## src/core/dxop_pkg.sv

```systemverilog
// Shared constants and types for the decode and execute core
package dxop_pkg;
  // Register byte offsets on the control bus
  localparam logic [7:0] DX_CTRL = 8'h00;
  localparam logic [7:0] DX_STAT = 8'h04;
  localparam logic [7:0] DX_PC   = 8'h08;
  localparam logic [7:0] DX_WP   = 8'h0c;
  localparam logic [7:0] DX_ST   = 8'h10;
  localparam int         CTRL_GO = 0;
  // Values after reset
  localparam logic [15:0] PC_RST = 16'h0000;
  localparam logic [15:0] WP_RST = 16'h0000;
  localparam logic [15:0] ST_RST = 16'h0000;
  // Unused status bits read as zero
  localparam logic [15:0] ST_WMASK = 16'hfe0f;
  // Status bit positions, leftmost bit is bit 15 here
  localparam int ST_LGT = 15;
  localparam int ST_AGT = 14;
  localparam int ST_EQ  = 13;
  localparam int ST_C   = 12;
  localparam int ST_OV  = 11;
  localparam int ST_PAR = 10;
  localparam int ST_X   = 9;
  localparam logic [15:0] FM_CMP   = 16'he000;
  localparam logic [15:0] FM_ARITH = 16'hf800;
  localparam logic [15:0] FM_EQ    = 16'h2000;
  localparam logic [15:0] FM_PAR   = 16'h0400;
  // Addressing modes
  localparam logic [1:0] M_REG  = 2'b00;
  localparam logic [1:0] M_IND  = 2'b01;
  localparam logic [1:0] M_SYM  = 2'b10;
  localparam logic [1:0] M_AINC = 2'b11;
  // Two-operand opcodes
  localparam logic [2:0] OP_SZC = 3'b010;
  localparam logic [2:0] OP_SUB = 3'b011;
  localparam logic [2:0] OP_CMP = 3'b100;
  localparam logic [2:0] OP_ADD = 3'b101;
  localparam logic [2:0] OP_MOV = 3'b110;
  localparam logic [2:0] OP_SOC = 3'b111;
  // Register-destination opcodes
  localparam logic [5:0] OPC_XOP = 6'b001011;
  localparam logic [5:0] OPC_MPY = 6'b001110;
  localparam logic [5:0] OPC_DIV = 6'b001111;
  // Trap vector table and saved-context slots
  localparam logic [15:0] XOP_VEC  = 16'h0040;
  localparam logic [15:0] XOP_LINK_REGISTER = 16'h0016;
  localparam logic [15:0] XOP_WR13 = 16'h001a;
  localparam logic [15:0] XOP_WR14 = 16'h001c;
  localparam logic [15:0] XOP_SAVED_STATUS_REGISTER = 16'h001e;

  typedef enum logic [3:0] {
    AO_ADD, AO_SUB, AO_CMP, AO_OR, AO_ANDN, AO_MOV, AO_COC, AO_CZC, AO_XOR
  } dxop_alu_e;

  typedef enum logic [10:0] {
    S_IDLE  = 11'h001,
    S_FETCH = 11'h002,
    S_EXT   = 11'h004,
    S_REG   = 11'h008,
    S_INC   = 11'h010,
    S_OPR   = 11'h020,
    S_DHI   = 11'h040,
    S_VEC   = 11'h080,
    S_EXEC  = 11'h100,
    S_WRITE = 11'h200,
    S_DONE  = 11'h400
  } dxop_state_e;

  typedef struct packed {
    logic        req;
    logic        we;
    logic [15:0] addr;
    logic [15:0] wdata;
  } dxop_mem_s;
endpackage : dxop_pkg

```

## src/core/dxop_alu.sv

```systemverilog
// Result and status flag logic for the two operand groups
`timescale 1ns/1ps
module dxop_alu
  import dxop_pkg::*;
(
  input  wire dxop_alu_e   op,
  input  wire logic        byt,
  input  wire logic [15:0] s,
  input  wire logic [15:0] d,
  output logic      [15:0] res,
  output logic      [15:0] fval,
  output logic      [15:0] fmsk
);
  logic [16:0] sum;
  logic        ovf;
  logic        same;

  // Bytes arrive in the upper half, so word carry and sign work for both
  always_comb begin
    sum  = 17'h00000;
    ovf  = 1'b0;
    same = (s[15] == d[15]);
    case (op)
      AO_ADD: begin
        sum = {1'b0, s} + {1'b0, d}; // RL22
        res = sum[15:0];
        ovf = same && (res[15] != d[15]);
      end
      AO_SUB: begin
        sum = {1'b0, d} + {1'b0, ~s} + 17'h00001; // RL22
        res = sum[15:0];
        ovf = !same && (res[15] != d[15]);
      end
      AO_CMP:  res = d - s; // RL7
      AO_OR:   res = d | s; // RL8
      AO_ANDN: res = d & ~s; // RL9
      AO_XOR:  res = d ^ s; // RL23
      AO_COC:  res = d;
      AO_CZC:  res = d;
      default: res = s;
    endcase
  end

  // Flag values, then which of them the operation may touch
  always_comb begin
    fval = 16'h0000;
    if (op == AO_CMP) begin
      fval[ST_LGT] = (s[15] && !d[15]) || (same && res[15]); // RL7
      fval[ST_AGT] = (!s[15] && d[15]) || (same && res[15]);
      fval[ST_EQ]  = (s == d);
    end else begin
      fval[ST_LGT] = |res;
      fval[ST_AGT] = !res[15] && (|res);
      fval[ST_EQ]  = ~|res;
    end
    if (op == AO_COC)
      fval[ST_EQ] = ((s & ~d) == 16'h0000); // RL11
    else if (op == AO_CZC)
      fval[ST_EQ] = ((s & d) == 16'h0000); // RL12
    fval[ST_C]   = sum[16];
    fval[ST_OV]  = ovf;
    // Compare checks the source byte, the others the result byte
    fval[ST_PAR] = (op == AO_CMP) ? ^s[15:8] : ^res[15:8];
    if (op == AO_COC || op == AO_CZC)
      fmsk = FM_EQ; // RL11 RL12
    else if (op == AO_ADD || op == AO_SUB)
      fmsk = FM_ARITH | (byt ? FM_PAR : 16'h0000); // RL22
    else
      fmsk = FM_CMP | (byt ? FM_PAR : 16'h0000); // RL7 RL8 RL9
  end
endmodule : dxop_alu

```

## src/core/dxop_core.sv

```systemverilog
// Decode and execute core for two-operand, register and trap ops
//
// Contract
// (RL1) Size bit selects byte or word operands
// (RL2) Mode field picks register, indirect, autoincrement
// (RL3) Mode 10: register zero symbolic, else indexed
// (RL4) Byte on a register uses its upper byte
// (RL5) Two-operand autoincrement steps one or two
// (RL6) Source extension word fetched before destination's
// (RL7) Compare sets flags, writes nothing
// (RL8) Set-ones ORs source into destination
// (RL9) Set-zeroes clears destination bits set in source
// (RL10) Register-destination autoincrement always steps two
// (RL11) Compare-ones sets equal flag only
// (RL12) Compare-zeros sets equal on no overlap
// (RL13) Multiply: high to register, low to next
// (RL14) Multiply on fifteen spills into next word
// (RL15) Divide overflow keeps operands, sets overflow flag
// (RL16) Divide: quotient first, remainder next register
// (RL17) Divide on fifteen spills remainder into next word
// (RL18) Trap sets flag, loads vector pair
// (RL19) Trap saves address and old context
// (RL20) No interrupt sampling right after trap
// (RL21) Two-operand field layout of the opcode
// (RL22) Add, subtract, move with their flags
// (RL23) Exclusive-or back into register, flags 0-2
`timescale 1ns/1ps
module dxop_core
  import dxop_pkg::*;
(
  input  wire logic        aclk,
  input  wire logic        aresetn,
  input  wire logic [7:0]  s_axi_awaddr,
  input  wire logic        s_axi_awvalid,
  output logic             s_axi_awready,
  input  wire logic [31:0] s_axi_wdata,
  input  wire logic [3:0]  s_axi_wstrb,
  input  wire logic        s_axi_wvalid,
  output logic             s_axi_wready,
  output logic [1:0]       s_axi_bresp,
  output logic             s_axi_bvalid,
  input  wire logic        s_axi_bready,
  input  wire logic [7:0]  s_axi_araddr,
  input  wire logic        s_axi_arvalid,
  output logic             s_axi_arready,
  output logic [31:0]      s_axi_rdata,
  output logic [1:0]       s_axi_rresp,
  output logic             s_axi_rvalid,
  input  wire logic        s_axi_rready,
  output dxop_mem_s        mem_o,
  input  wire logic [15:0] mem_rdata,
  input  wire logic        mem_ack,
  output logic             int_sample_en
);
  dxop_state_e state;
  logic [15:0] ir, pc, wp, st;
  logic [15:0] ext, regv, sea, dea, sval, dval, draw, d1;
  logic [15:0] nwp, npc, r0, r1;
  logic [1:0]  wcnt;
  logic        vcnt, side, illegal;
  logic        aw_got, w_got;
  logic [7:0]  wa;
  logic [31:0] wd;
  logic [3:0]  ws;
  logic        wr_fire;

  // Workspace register address
  function automatic logic [15:0] wreg(input logic [15:0] w,
                                       input logic [3:0]  r);
    return w + {11'h000, r, 1'b0};
  endfunction : wreg

  // Operand fetch: bytes are moved to the upper half
  function automatic logic [15:0] algn(input logic [15:0] w,
                                       input logic        a0,
                                       input logic        b);
    if (!b)
      return w;
    return a0 ? {w[7:0], 8'h00} : {w[15:8], 8'h00}; // RL4
  endfunction : algn

  // Bus write with byte strobes onto a 16-bit register
  function automatic logic [15:0] wmerge(input logic [15:0] o,
                                         input logic [31:0] d,
                                         input logic [3:0]  b);
    return {b[1] ? d[15:8] : o[15:8], b[0] ? d[7:0] : o[7:0]};
  endfunction : wmerge

  // Field decode of the held instruction word
  logic        fmt1, fmt2, legal, byt, is_xop, is_mpy, is_div;
  logic        use_reg, div_ovf;
  logic [1:0]  mode;
  logic [3:0]  rn, dreg;
  logic [15:0] incv, ea;
  assign fmt1    = |ir[15:14]; // RL21
  assign fmt2    = (ir[15:12] == 4'b0010) || (ir[15:11] == 5'b00111);
  assign legal   = fmt1 || fmt2;
  assign byt     = fmt1 && ir[12]; // RL1
  assign is_xop  = ir[15:10] == OPC_XOP;
  assign is_mpy  = ir[15:10] == OPC_MPY;
  assign is_div  = ir[15:10] == OPC_DIV;
  assign mode    = side ? (fmt1 ? ir[11:10] : M_REG) : ir[5:4]; // RL2
  assign rn      = side ? ir[9:6] : ir[3:0]; // RL21
  assign dreg    = ir[9:6];
  assign incv    = byt ? 16'h0001 : 16'h0002; // RL5 RL10
  // Register zero never indexes, so its read is skipped
  assign use_reg = !(mode == M_REG || (mode == M_SYM && rn == 4'h0)); // RL3
  always_comb begin
    if (mode == M_REG)
      ea = wreg(wp, rn); // RL2
    else if (mode == M_SYM)
      ea = ext + (use_reg ? regv : 16'h0000); // RL3
    else
      ea = regv;
  end

  // Arithmetic for the register-destination group
  logic [31:0] prod, quo, rem;
  assign div_ovf = sval <= dval; // RL15
  assign prod    = {16'h0000, dval} * {16'h0000, sval}; // RL13
  assign quo     = {dval, d1} / {16'h0000, sval}; // RL16
  assign rem     = {dval, d1} % {16'h0000, sval};

  // Operation select for the shared result logic
  dxop_alu_e   aop;
  logic [15:0] alu_res, fval, fmsk;
  always_comb begin
    aop = AO_MOV;
    if (fmt1) begin
      case (ir[15:13])
        OP_ADD:  aop = AO_ADD;
        OP_SUB:  aop = AO_SUB;
        OP_CMP:  aop = AO_CMP;
        OP_SOC:  aop = AO_OR;
        OP_SZC:  aop = AO_ANDN;
        default: aop = AO_MOV;
      endcase
    end else begin
      case (ir[11:10])
        2'b00:   aop = AO_COC;
        2'b01:   aop = AO_CZC;
        default: aop = AO_XOR;
      endcase
    end
  end

  dxop_alu u_alu (
    .op   (aop),
    .byt  (byt),
    .s    (sval),
    .d    (dval),
    .res  (alu_res),
    .fval (fval),
    .fmsk (fmsk)
  );

  // Number of result writes and where each one lands
  logic [2:0]  nw;
  logic [15:0] waddr, wdata;
  always_comb begin
    if (is_xop)
      nw = 3'd4;
    else if (is_mpy)
      nw = 3'd2;
    else if (is_div)
      nw = div_ovf ? 3'd0 : 3'd2; // RL15
    else if (aop == AO_CMP || aop == AO_COC || aop == AO_CZC)
      nw = 3'd0; // RL7 RL11 RL12
    else
      nw = 3'd1;
    waddr = {dea[15:1], 1'b0};
    wdata = r0;
    if (is_xop) begin
      case (wcnt)
        2'd0: begin waddr = nwp + XOP_LINK_REGISTER; wdata = sea; end // RL19
        2'd1: begin waddr = nwp + XOP_WR13; wdata = wp; end
        2'd2: begin waddr = nwp + XOP_WR14; wdata = pc; end
        default: begin waddr = nwp + XOP_SAVED_STATUS_REGISTER; wdata = st; end
      endcase
    end else if (is_mpy || is_div) begin
      // Register fifteen simply runs on into the following word
      waddr = wreg(wp, dreg) + {14'h0000, wcnt[0], 1'b0}; // RL14 RL17
      wdata = wcnt[0] ? r1 : r0;
    end
  end

  // Memory access wanted by the current state
  logic        acc_need, acc_we, step;
  logic [15:0] acc_addr, acc_wdata;
  always_comb begin
    acc_need  = 1'b0;
    acc_we    = 1'b0;
    acc_addr  = 16'h0000;
    acc_wdata = 16'h0000;
    case (state)
      S_FETCH: begin
        acc_need = 1'b1;
        acc_addr = pc;
      end
      S_EXT: begin
        acc_need = legal && mode == M_SYM; // RL6
        acc_addr = pc;
      end
      S_REG: begin
        acc_need = use_reg;
        acc_addr = wreg(wp, rn);
      end
      S_INC: begin
        acc_need  = mode == M_AINC;
        acc_we    = 1'b1;
        acc_addr  = wreg(wp, rn);
        acc_wdata = regv + incv; // RL5 RL10
      end
      S_OPR: begin
        acc_need = 1'b1;
        acc_addr = {ea[15:1], 1'b0};
      end
      S_DHI: begin
        acc_need = 1'b1;
        acc_addr = wreg(wp, dreg) + 16'h0002; // RL16
      end
      S_VEC: begin
        acc_need = 1'b1;
        acc_addr = XOP_VEC + {10'h000, dreg, 2'b00}
                 + {14'h0000, vcnt, 1'b0}; // RL18
      end
      S_WRITE: begin
        acc_need  = 1'b1;
        acc_we    = 1'b1;
        acc_addr  = waddr;
        acc_wdata = wdata;
      end
      default: ;
    endcase
  end
  assign step = acc_need ? mem_ack : 1'b1;

  // Memory request held until the acknowledge
  always_ff @(posedge aclk) begin
    if (!aresetn)
      mem_o <= '0;
    else if (mem_o.req) begin
      if (mem_ack)
        mem_o.req <= 1'b0;
    end else if (acc_need)
      mem_o <= '{req: 1'b1, we: acc_we, addr: acc_addr, wdata: acc_wdata};
  end

  // Instruction sequencer; bus writes to PC, WP and ST land only while idle
  always_ff @(posedge aclk) begin
    if (!aresetn) begin
      state <= S_IDLE;
      ir <= 16'h0000; pc <= PC_RST; wp <= WP_RST; st <= ST_RST;
      ext <= 16'h0000; regv <= 16'h0000; sea <= 16'h0000;
      dea <= 16'h0000; sval <= 16'h0000; dval <= 16'h0000;
      draw <= 16'h0000; d1 <= 16'h0000; nwp <= 16'h0000;
      npc <= 16'h0000; r0 <= 16'h0000; r1 <= 16'h0000;
      wcnt <= 2'd0; vcnt <= 1'b0; side <= 1'b0; illegal <= 1'b0;
      int_sample_en <= 1'b0;
    end else begin
      case (state)
        S_IDLE: if (wr_fire) begin
          if (wa == DX_CTRL) begin
            if (wd[CTRL_GO]) begin
              illegal <= 1'b0;
              int_sample_en <= 1'b0;
              state <= S_FETCH;
            end
          end else if (wa == DX_PC)
            pc <= wmerge(pc, wd, ws);
          else if (wa == DX_WP)
            wp <= wmerge(wp, wd, ws);
          else if (wa == DX_ST)
            st <= wmerge(st, wd, ws) & ST_WMASK;
        end
        S_FETCH: if (step) begin
          ir <= mem_rdata;
          pc <= pc + 16'h0002;
          side <= 1'b0;
          state <= S_EXT;
        end
        // Group excluded here: flagged and abandoned
        S_EXT: if (!legal) begin
          illegal <= 1'b1;
          state <= S_DONE;
        end else if (step) begin
          if (acc_need) begin
            ext <= mem_rdata; // RL6
            pc <= pc + 16'h0002;
          end
          state <= S_REG;
        end
        S_REG: if (step) begin
          if (acc_need)
            regv <= mem_rdata;
          state <= S_INC;
        end
        S_INC: if (step) begin
          if (!side && is_xop) begin
            sea <= ea;
            vcnt <= 1'b0;
            state <= S_VEC;
          end else
            state <= S_OPR;
        end
        S_OPR: if (step) begin
          if (!side) begin
            sval <= algn(mem_rdata, ea[0], byt); // RL1
            sea <= ea;
            side <= 1'b1;
            state <= S_EXT;
          end else begin
            dval <= algn(mem_rdata, ea[0], byt);
            draw <= mem_rdata;
            dea <= ea;
            state <= is_div ? S_DHI : S_EXEC;
          end
        end
        S_DHI: if (step) begin
          d1 <= mem_rdata;
          state <= S_EXEC;
        end
        S_VEC: if (step) begin
          if (!vcnt) begin
            nwp <= mem_rdata; // RL18
            vcnt <= 1'b1;
          end else begin
            npc <= mem_rdata;
            wcnt <= 2'd0;
            state <= S_WRITE;
          end
        end
        S_EXEC: begin
          if (is_mpy) begin
            r0 <= prod[31:16]; // RL13
            r1 <= prod[15:0];
          end else if (is_div) begin
            st[ST_OV] <= div_ovf; // RL15
            r0 <= quo[15:0]; // RL16
            r1 <= rem[15:0];
          end else begin
            st <= (st & ~fmsk) | (fval & fmsk); // RL22 RL23
            // Byte result keeps the other half of the word
            if (byt)
              r0 <= dea[0] ? {draw[15:8], alu_res[15:8]}
                           : {alu_res[15:8], draw[7:0]}; // RL4
            else
              r0 <= alu_res;
          end
          wcnt <= 2'd0;
          state <= (nw == 3'd0) ? S_DONE : S_WRITE;
        end
        S_WRITE: if (step) begin
          if ({1'b0, wcnt} == nw - 3'd1) begin
            if (is_xop) begin
              wp <= nwp; // RL18
              pc <= npc;
              st[ST_X] <= 1'b1;
            end
            state <= S_DONE;
          end else
            wcnt <= wcnt + 2'd1;
        end
        S_DONE: begin
          // Handler's first instruction must run unhindered
          int_sample_en <= !is_xop; // RL20
          state <= S_IDLE;
        end
        default: state <= S_IDLE;
      endcase
    end
  end

  // Write address and data channels, taken in either order
  assign wr_fire = aw_got && w_got && !s_axi_bvalid;
  always_ff @(posedge aclk) begin
    if (!aresetn) begin
      aw_got <= 1'b0; w_got <= 1'b0;
      s_axi_awready <= 1'b1; s_axi_wready <= 1'b1;
      wa <= 8'h00; wd <= 32'h00000000; ws <= 4'h0;
      s_axi_bvalid <= 1'b0; s_axi_bresp <= 2'b00;
    end else begin
      if (s_axi_awvalid && s_axi_awready) begin
        aw_got <= 1'b1;
        wa <= s_axi_awaddr;
        s_axi_awready <= 1'b0;
      end
      if (s_axi_wvalid && s_axi_wready) begin
        w_got <= 1'b1;
        wd <= s_axi_wdata;
        ws <= s_axi_wstrb;
        s_axi_wready <= 1'b0;
      end
      if (wr_fire) begin
        aw_got <= 1'b0;
        w_got <= 1'b0;
        s_axi_bvalid <= 1'b1;
        if (wa == DX_CTRL || wa == DX_STAT || wa == DX_PC
            || wa == DX_WP || wa == DX_ST)
          s_axi_bresp <= 2'b00;
        else
          s_axi_bresp <= 2'b10;
      end else if (s_axi_bvalid && s_axi_bready) begin
        s_axi_bvalid <= 1'b0;
        s_axi_awready <= 1'b1;
        s_axi_wready <= 1'b1;
      end
    end
  end

  // Read channel; data captured at the address handshake
  logic [31:0] rmux;
  logic        rerr;
  always_comb begin
    rmux = 32'h00000000;
    rerr = 1'b0;
    if (s_axi_araddr == DX_CTRL)
      rmux = 32'h00000000;
    else if (s_axi_araddr == DX_STAT)
      rmux = {29'h0, int_sample_en, illegal, state != S_IDLE};
    else if (s_axi_araddr == DX_PC)
      rmux = {16'h0000, pc};
    else if (s_axi_araddr == DX_WP)
      rmux = {16'h0000, wp};
    else if (s_axi_araddr == DX_ST)
      rmux = {16'h0000, st};
    else
      rerr = 1'b1;
  end
  always_ff @(posedge aclk) begin
    if (!aresetn) begin
      s_axi_arready <= 1'b1; s_axi_rvalid <= 1'b0;
      s_axi_rdata <= 32'h00000000; s_axi_rresp <= 2'b00;
    end else if (s_axi_arvalid && s_axi_arready) begin
      s_axi_arready <= 1'b0;
      s_axi_rvalid <= 1'b1;
      s_axi_rdata <= rmux;
      s_axi_rresp <= rerr ? 2'b10 : 2'b00;
    end else if (s_axi_rvalid && s_axi_rready) begin
      s_axi_rvalid <= 1'b0;
      s_axi_arready <= 1'b1;
    end
  end
endmodule : dxop_core

```

## config.mk

```make
export PLATFORM = sky130hd
export DESIGN_NAME = dxop_core
export DESIGN_NICKNAME = d
export VERILOG_FILES = /design/src/core/dxop_pkg.sv /design/src/core/dxop_alu.sv /design/src/core/dxop_core.sv
export SDC_FILE = /design/constraint.sdc
export NUM_CORES = 2
export LEC_CHECK = 0
export ABC_AREA = 1
export CORE_UTILIZATION = 25
export DETAILED_ROUTE_END_ITERATION = 16
export DONT_BUFFER_PORTS = 1
export PLACE_DENSITY_LB_ADDON = 0.15
export SETUP_SLACK_MARGIN = 0.5
export SLEW_MARGIN = 20
export SYNTH_ARGS = -nofsm -noshare
export SYNTH_HDL_FRONTEND = slang
export SYNTH_SLANG_ARGS = --single-unit
```

## constraint.sdc

```tcl
create_clock -name aclk -period 92.7 [get_ports aclk]
set_input_delay 23.175 -clock aclk [delete_from_list [all_inputs] [get_ports aclk]]
set_output_delay 23.175 -clock aclk [all_outputs]
set_load 0.1 [all_outputs]
```

==> flow_metrics.env <==
export IMPL_antenna_found_initial=9
export IMPL_synth_edf_count=0
export IMPL_synth_seq_cells=353
export IMPL_hold_depth=2
export IMPL_crit_type="register to register"
export IMPL_worstHoldPathType="register to register"
export IMPL_slew_headroom_pct=22.0
export IMPL_fin_util_pct=27.6
export IMPL_synth_top_family_by_area="simple AND/OR/NAND/NOR gates"
export IMPL_tns_ns=0
export IMPL_dr_max_layer_used="met5"
export IMPL_arrival_ns=83.15
export IMPL_vias_per_cell=4.88
export IMPL_syn_inst=8471
export IMPL_finalWorstSetupSlack_ns=10.08
export IMPL_postRouteAntennaNets=0
export IMPL_numCtsBuffers=47
export IMPL_yosysWarningCount=0
export IMPL_slew_violations=0
export IMPL_fp_dieArea_um2=221000
export IMPL_multi_input_area_um2=41300
export IMPL_synth_xor_area_share_pct=5.77
export IMPL_final_cell_mix="1769 x nand2_1, 1233 x inv_1, 659 x nor2_1"
export IMPL_die_h_um=470
export IMPL_yosys_area_share_adder_pct=21.4
export IMPL_crit_path_start_kind="register"
export IMPL_clock_fmax_mhz=12.1
export IMPL_drt_met1_wl_um=101000
export IMPL_numPortBuffers=0
export IMPL_routed_wl_um=215000
export IMPL_drv_cap=0
export IMPL_grt_pass1_vias=53338
export IMPL_dr_wl_met3_um=9420
export IMPL_start_util_pct=25.2
export IMPL_clockRootBuffer="clkbuf_16"
export IMPL_rows=171
export IMPL_drt_iter0_markers=3788
export IMPL_route_met2_wl_um=98500
export IMPL_synth_area_mux_share_pct=0.0183
export IMPL_cp_max_fo=27
export IMPL_path_clk_slew_ns=0.06
export IMPL_finalHoldViolations=0
export IMPL_grt_overflow=0
export IMPL_rrSetupSlack_ns=10.08
export IMPL_final_common_cell="nand2_1"
export IMPL_seqCellArea_um2=7070
export IMPL_grt_setup_unrepaired="no"
export IMPL_setup_viol=0
export IMPL_grt_pass1_wl_um=326000
export IMPL_drive_above_1_share_pct=8.31
export IMPL_critical_path_max_stage_delay_ns=0.39
export IMPL_timing_rr_start="sval[13]$_SDFFE_PN0P_"
export IMPL_postCtsHoldBufs=0
export IMPL_finClkSkew_ns=0.0436
export IMPL_grt_max_degree=173
export IMPL_syn2layout_area_growth_pct=9.72
export IMPL_io_pins=152
export IMPL_min_from="npc[12]$_SDFFE_PN0P_"
export IMPL_clkLatencyLatePin_ns=0.66
export IMPL_ys_types=84
export IMPL_dp_hpwl_um=168000
export IMPL_core_area_um2=217000
export IMPL_crit_path_end_kind="register"
export IMPL_final_min_clock_period_ns=82.62
export IMPL_vias=54949
export IMPL_rr_worst_depth=614
export IMPL_htreeDepth=2
export IMPL_yosysSeqAreaShare_pct=12.9
export IMPL_gp_congestion=0.889
export IMPL_wire_per_inst_um=19.1
export IMPL_crit_top_cell="nand2_1"
export IMPL_n_fill_cell=24170
export IMPL_synth_area_um2=54700
export IMPL_whs_endpoint="npc[12]$_SDFFE_PN0P_"
export IMPL_place_ws_ns=1.46
export IMPL_drc=0
export IMPL_worst_slew_pin_slew_ns=1.17
export IMPL_clockBufferDepth=3
export IMPL_synth_simple_area_share_pct=27.3
export IMPL_clock_sinks=353
export IMPL_firstDrtPassIters=5
export IMPL_synthArstFlopShare_pct=0
export IMPL_grt_use_total_pct=19.0
export IMPL_timing_rr_end="r1[15]$_SDFFE_PN0P_"
export IMPL_cp_data_required_time_ns=93.23
export IMPL_fin_crit_sh_pct=89.1
export IMPL_cpMaxStageDelayCell="ha_2"
export IMPL_die_w_um=470
export IMPL_synth_compound_area_share_pct=20.2
export IMPL_ys_flop_type="dfxtp_1"
export IMPL_status="completed"
export IMPL_nets=9254
export IMPL_synth_area_per_cell_um2=6.45
export IMPL_cts_tree="yes"
[cell usage after synthesis, drive strengths merged (2+ instances only)]
master | number | share of area, %
inv | 1317 | 9.1
o2111ai | 17 | 0.27
o221ai | 24 | 0.38
nor4 | 36 | 0.41
and2 | 13 | 0.15
fa | 202 | 7.4
nand4 | 120 | 1.4
a21oi | 645 | 6.1
nand2 | 1839 | 13
xor2 | 257 | 4.1
buf | 110 | 1.6
a221o | 4 | 0.073
a32oi | 3 | 0.048
a311oi | 13 | 0.21
ha | 610 | 14
a211oi | 135 | 1.9
a2111oi | 6 | 0.096
o21ai | 748 | 6.9
o22ai | 42 | 0.48
nor2 | 730 | 5.6
xnor2 | 103 | 1.7
o311ai | 2 | 0.032
a31oi | 57 | 0.68
a21o | 26 | 0.36
clkinv | 32 | 0.25
nand3b | 13 | 0.21
dfxtp | 353 | 13
nor3 | 84 | 0.80
o31ai | 35 | 0.48
o21bai | 54 | 0.76
or2 | 56 | 0.64
clkbuf | 226 | 1.6
o211ai | 40 | 0.55
nand3 | 448 | 4.8
o21a | 8 | 0.11
a21boi | 2 | 0.027
nor3b | 3 | 0.041
a221oi | 34 | 0.54
dlygate4sd1 | 2 | 0.032
a22oi | 10 | 0.14
[cell type report]
cell class / instances / area share, %
repair inverters: 3 / 0.0250
well taps: 2854 / 5.95
inverters: 1349 / 8.56
multi-input cells: 6448 / 68.9
repair buffers: 164 / 2.11
clock buffers: 62 / 2.15
flip-flops and latches: 353 / 11.8
diodes: 5 / 0.0209
clock inverters: 22 / 0.496
[critical path, delay by kind of cell, from the launching register on]
kind,cells,cell delay [ns]
xor+xnor,2,0.30
simple gates,265,29.17
flops,1,0.29
compound gates,196,31.67
fa+ha+maj,32,10.30
buf+inv,119,10.51
[sequential cells by signal, indices dropped and copies added (netlist names), 16 cells and up, named ones only]
| signal | cells |
|---|---|
| d1 | 16 |
| dea | 16 |
| draw | 16 |
| dval | 16 |
| ext | 16 |
| ir | 16 |
| mem_o | 34 |
| npc | 16 |
| nwp | 16 |
| pc | 16 |
| r0 | 16 |
| r1 | 16 |
| regv | 16 |
| s_axi_rdata | 16 |
| sea | 16 |
| sval | 16 |
| wd | 16 |
| wp | 16 |
[cell families (layout without fill, tap and decap cells)]
| kind of cell | after synthesis | in the layout |
|---|---|---|
| simple gates | 3346 | 3347 |
| xor+xnor | 360 | 360 |
| buf+inv | 1688 | 1600 |
| other cells | 1 | 23 |
| fa+ha+maj | 812 | 812 |
| flops | 353 | 353 |
| compound gates | 1910 | 1910 |
| mux | 1 | 1 |
[how the worst max path moves through the flow]
| stage | start | endpoint | depth (start not counted) |
|---|---|---|---|
| CTS | sval[13]$_SDFFE_PN0P_ | r1[12]$_SDFFE_PN0P_ | 587 |
| global route | sval[13]$_SDFFE_PN0P_ | r1[15]$_SDFFE_PN0P_ | 611 |
| floorplan | sval[11]$_SDFFE_PN0P_ | r1[15]$_SDFFE_PN0P_ | 636 |
| finish | sval[13]$_SDFFE_PN0P_ | r1[15]$_SDFFE_PN0P_ | 614 |
| detailed placement | sval[13]$_SDFFE_PN0P_ | r1[12]$_SDFFE_PN0P_ | 587 |
| global placement | sval[13]$_SDFFE_PN0P_ | r1[12]$_SDFFE_PN0P_ | 587 |
[per-layer routing]
layer | track usage, % | vias up
met3 | 2.00 | 221
met2 | 31.9 | 1085
met4 | 4.88 | 6
li1 | - | 27675
met5 | 0 | -
met1 | 25.7 | 25962
[metrics by stage]
stage          cells  area, um2  hold slack (ns)
6_report       11260      60000            0.476
5_1_grt        11259      60000            0.493
4_1_cts        11212      59200            0.470
3_5_place_dp   11128      57600            0.459
3_3_place_gp   11128      57600            0.452
2_1_floorplan   8488      54700            0.430
[timing repair]
action | in CTS | in global routing
buffers inserted | 0 | 39
setup endpoints to repair | 0 | 20
gates resized for setup | 0 | 139
Power is not shown: default switching activity piles up to over one toggle a cycle in this logic, so the estimate is an artifact.
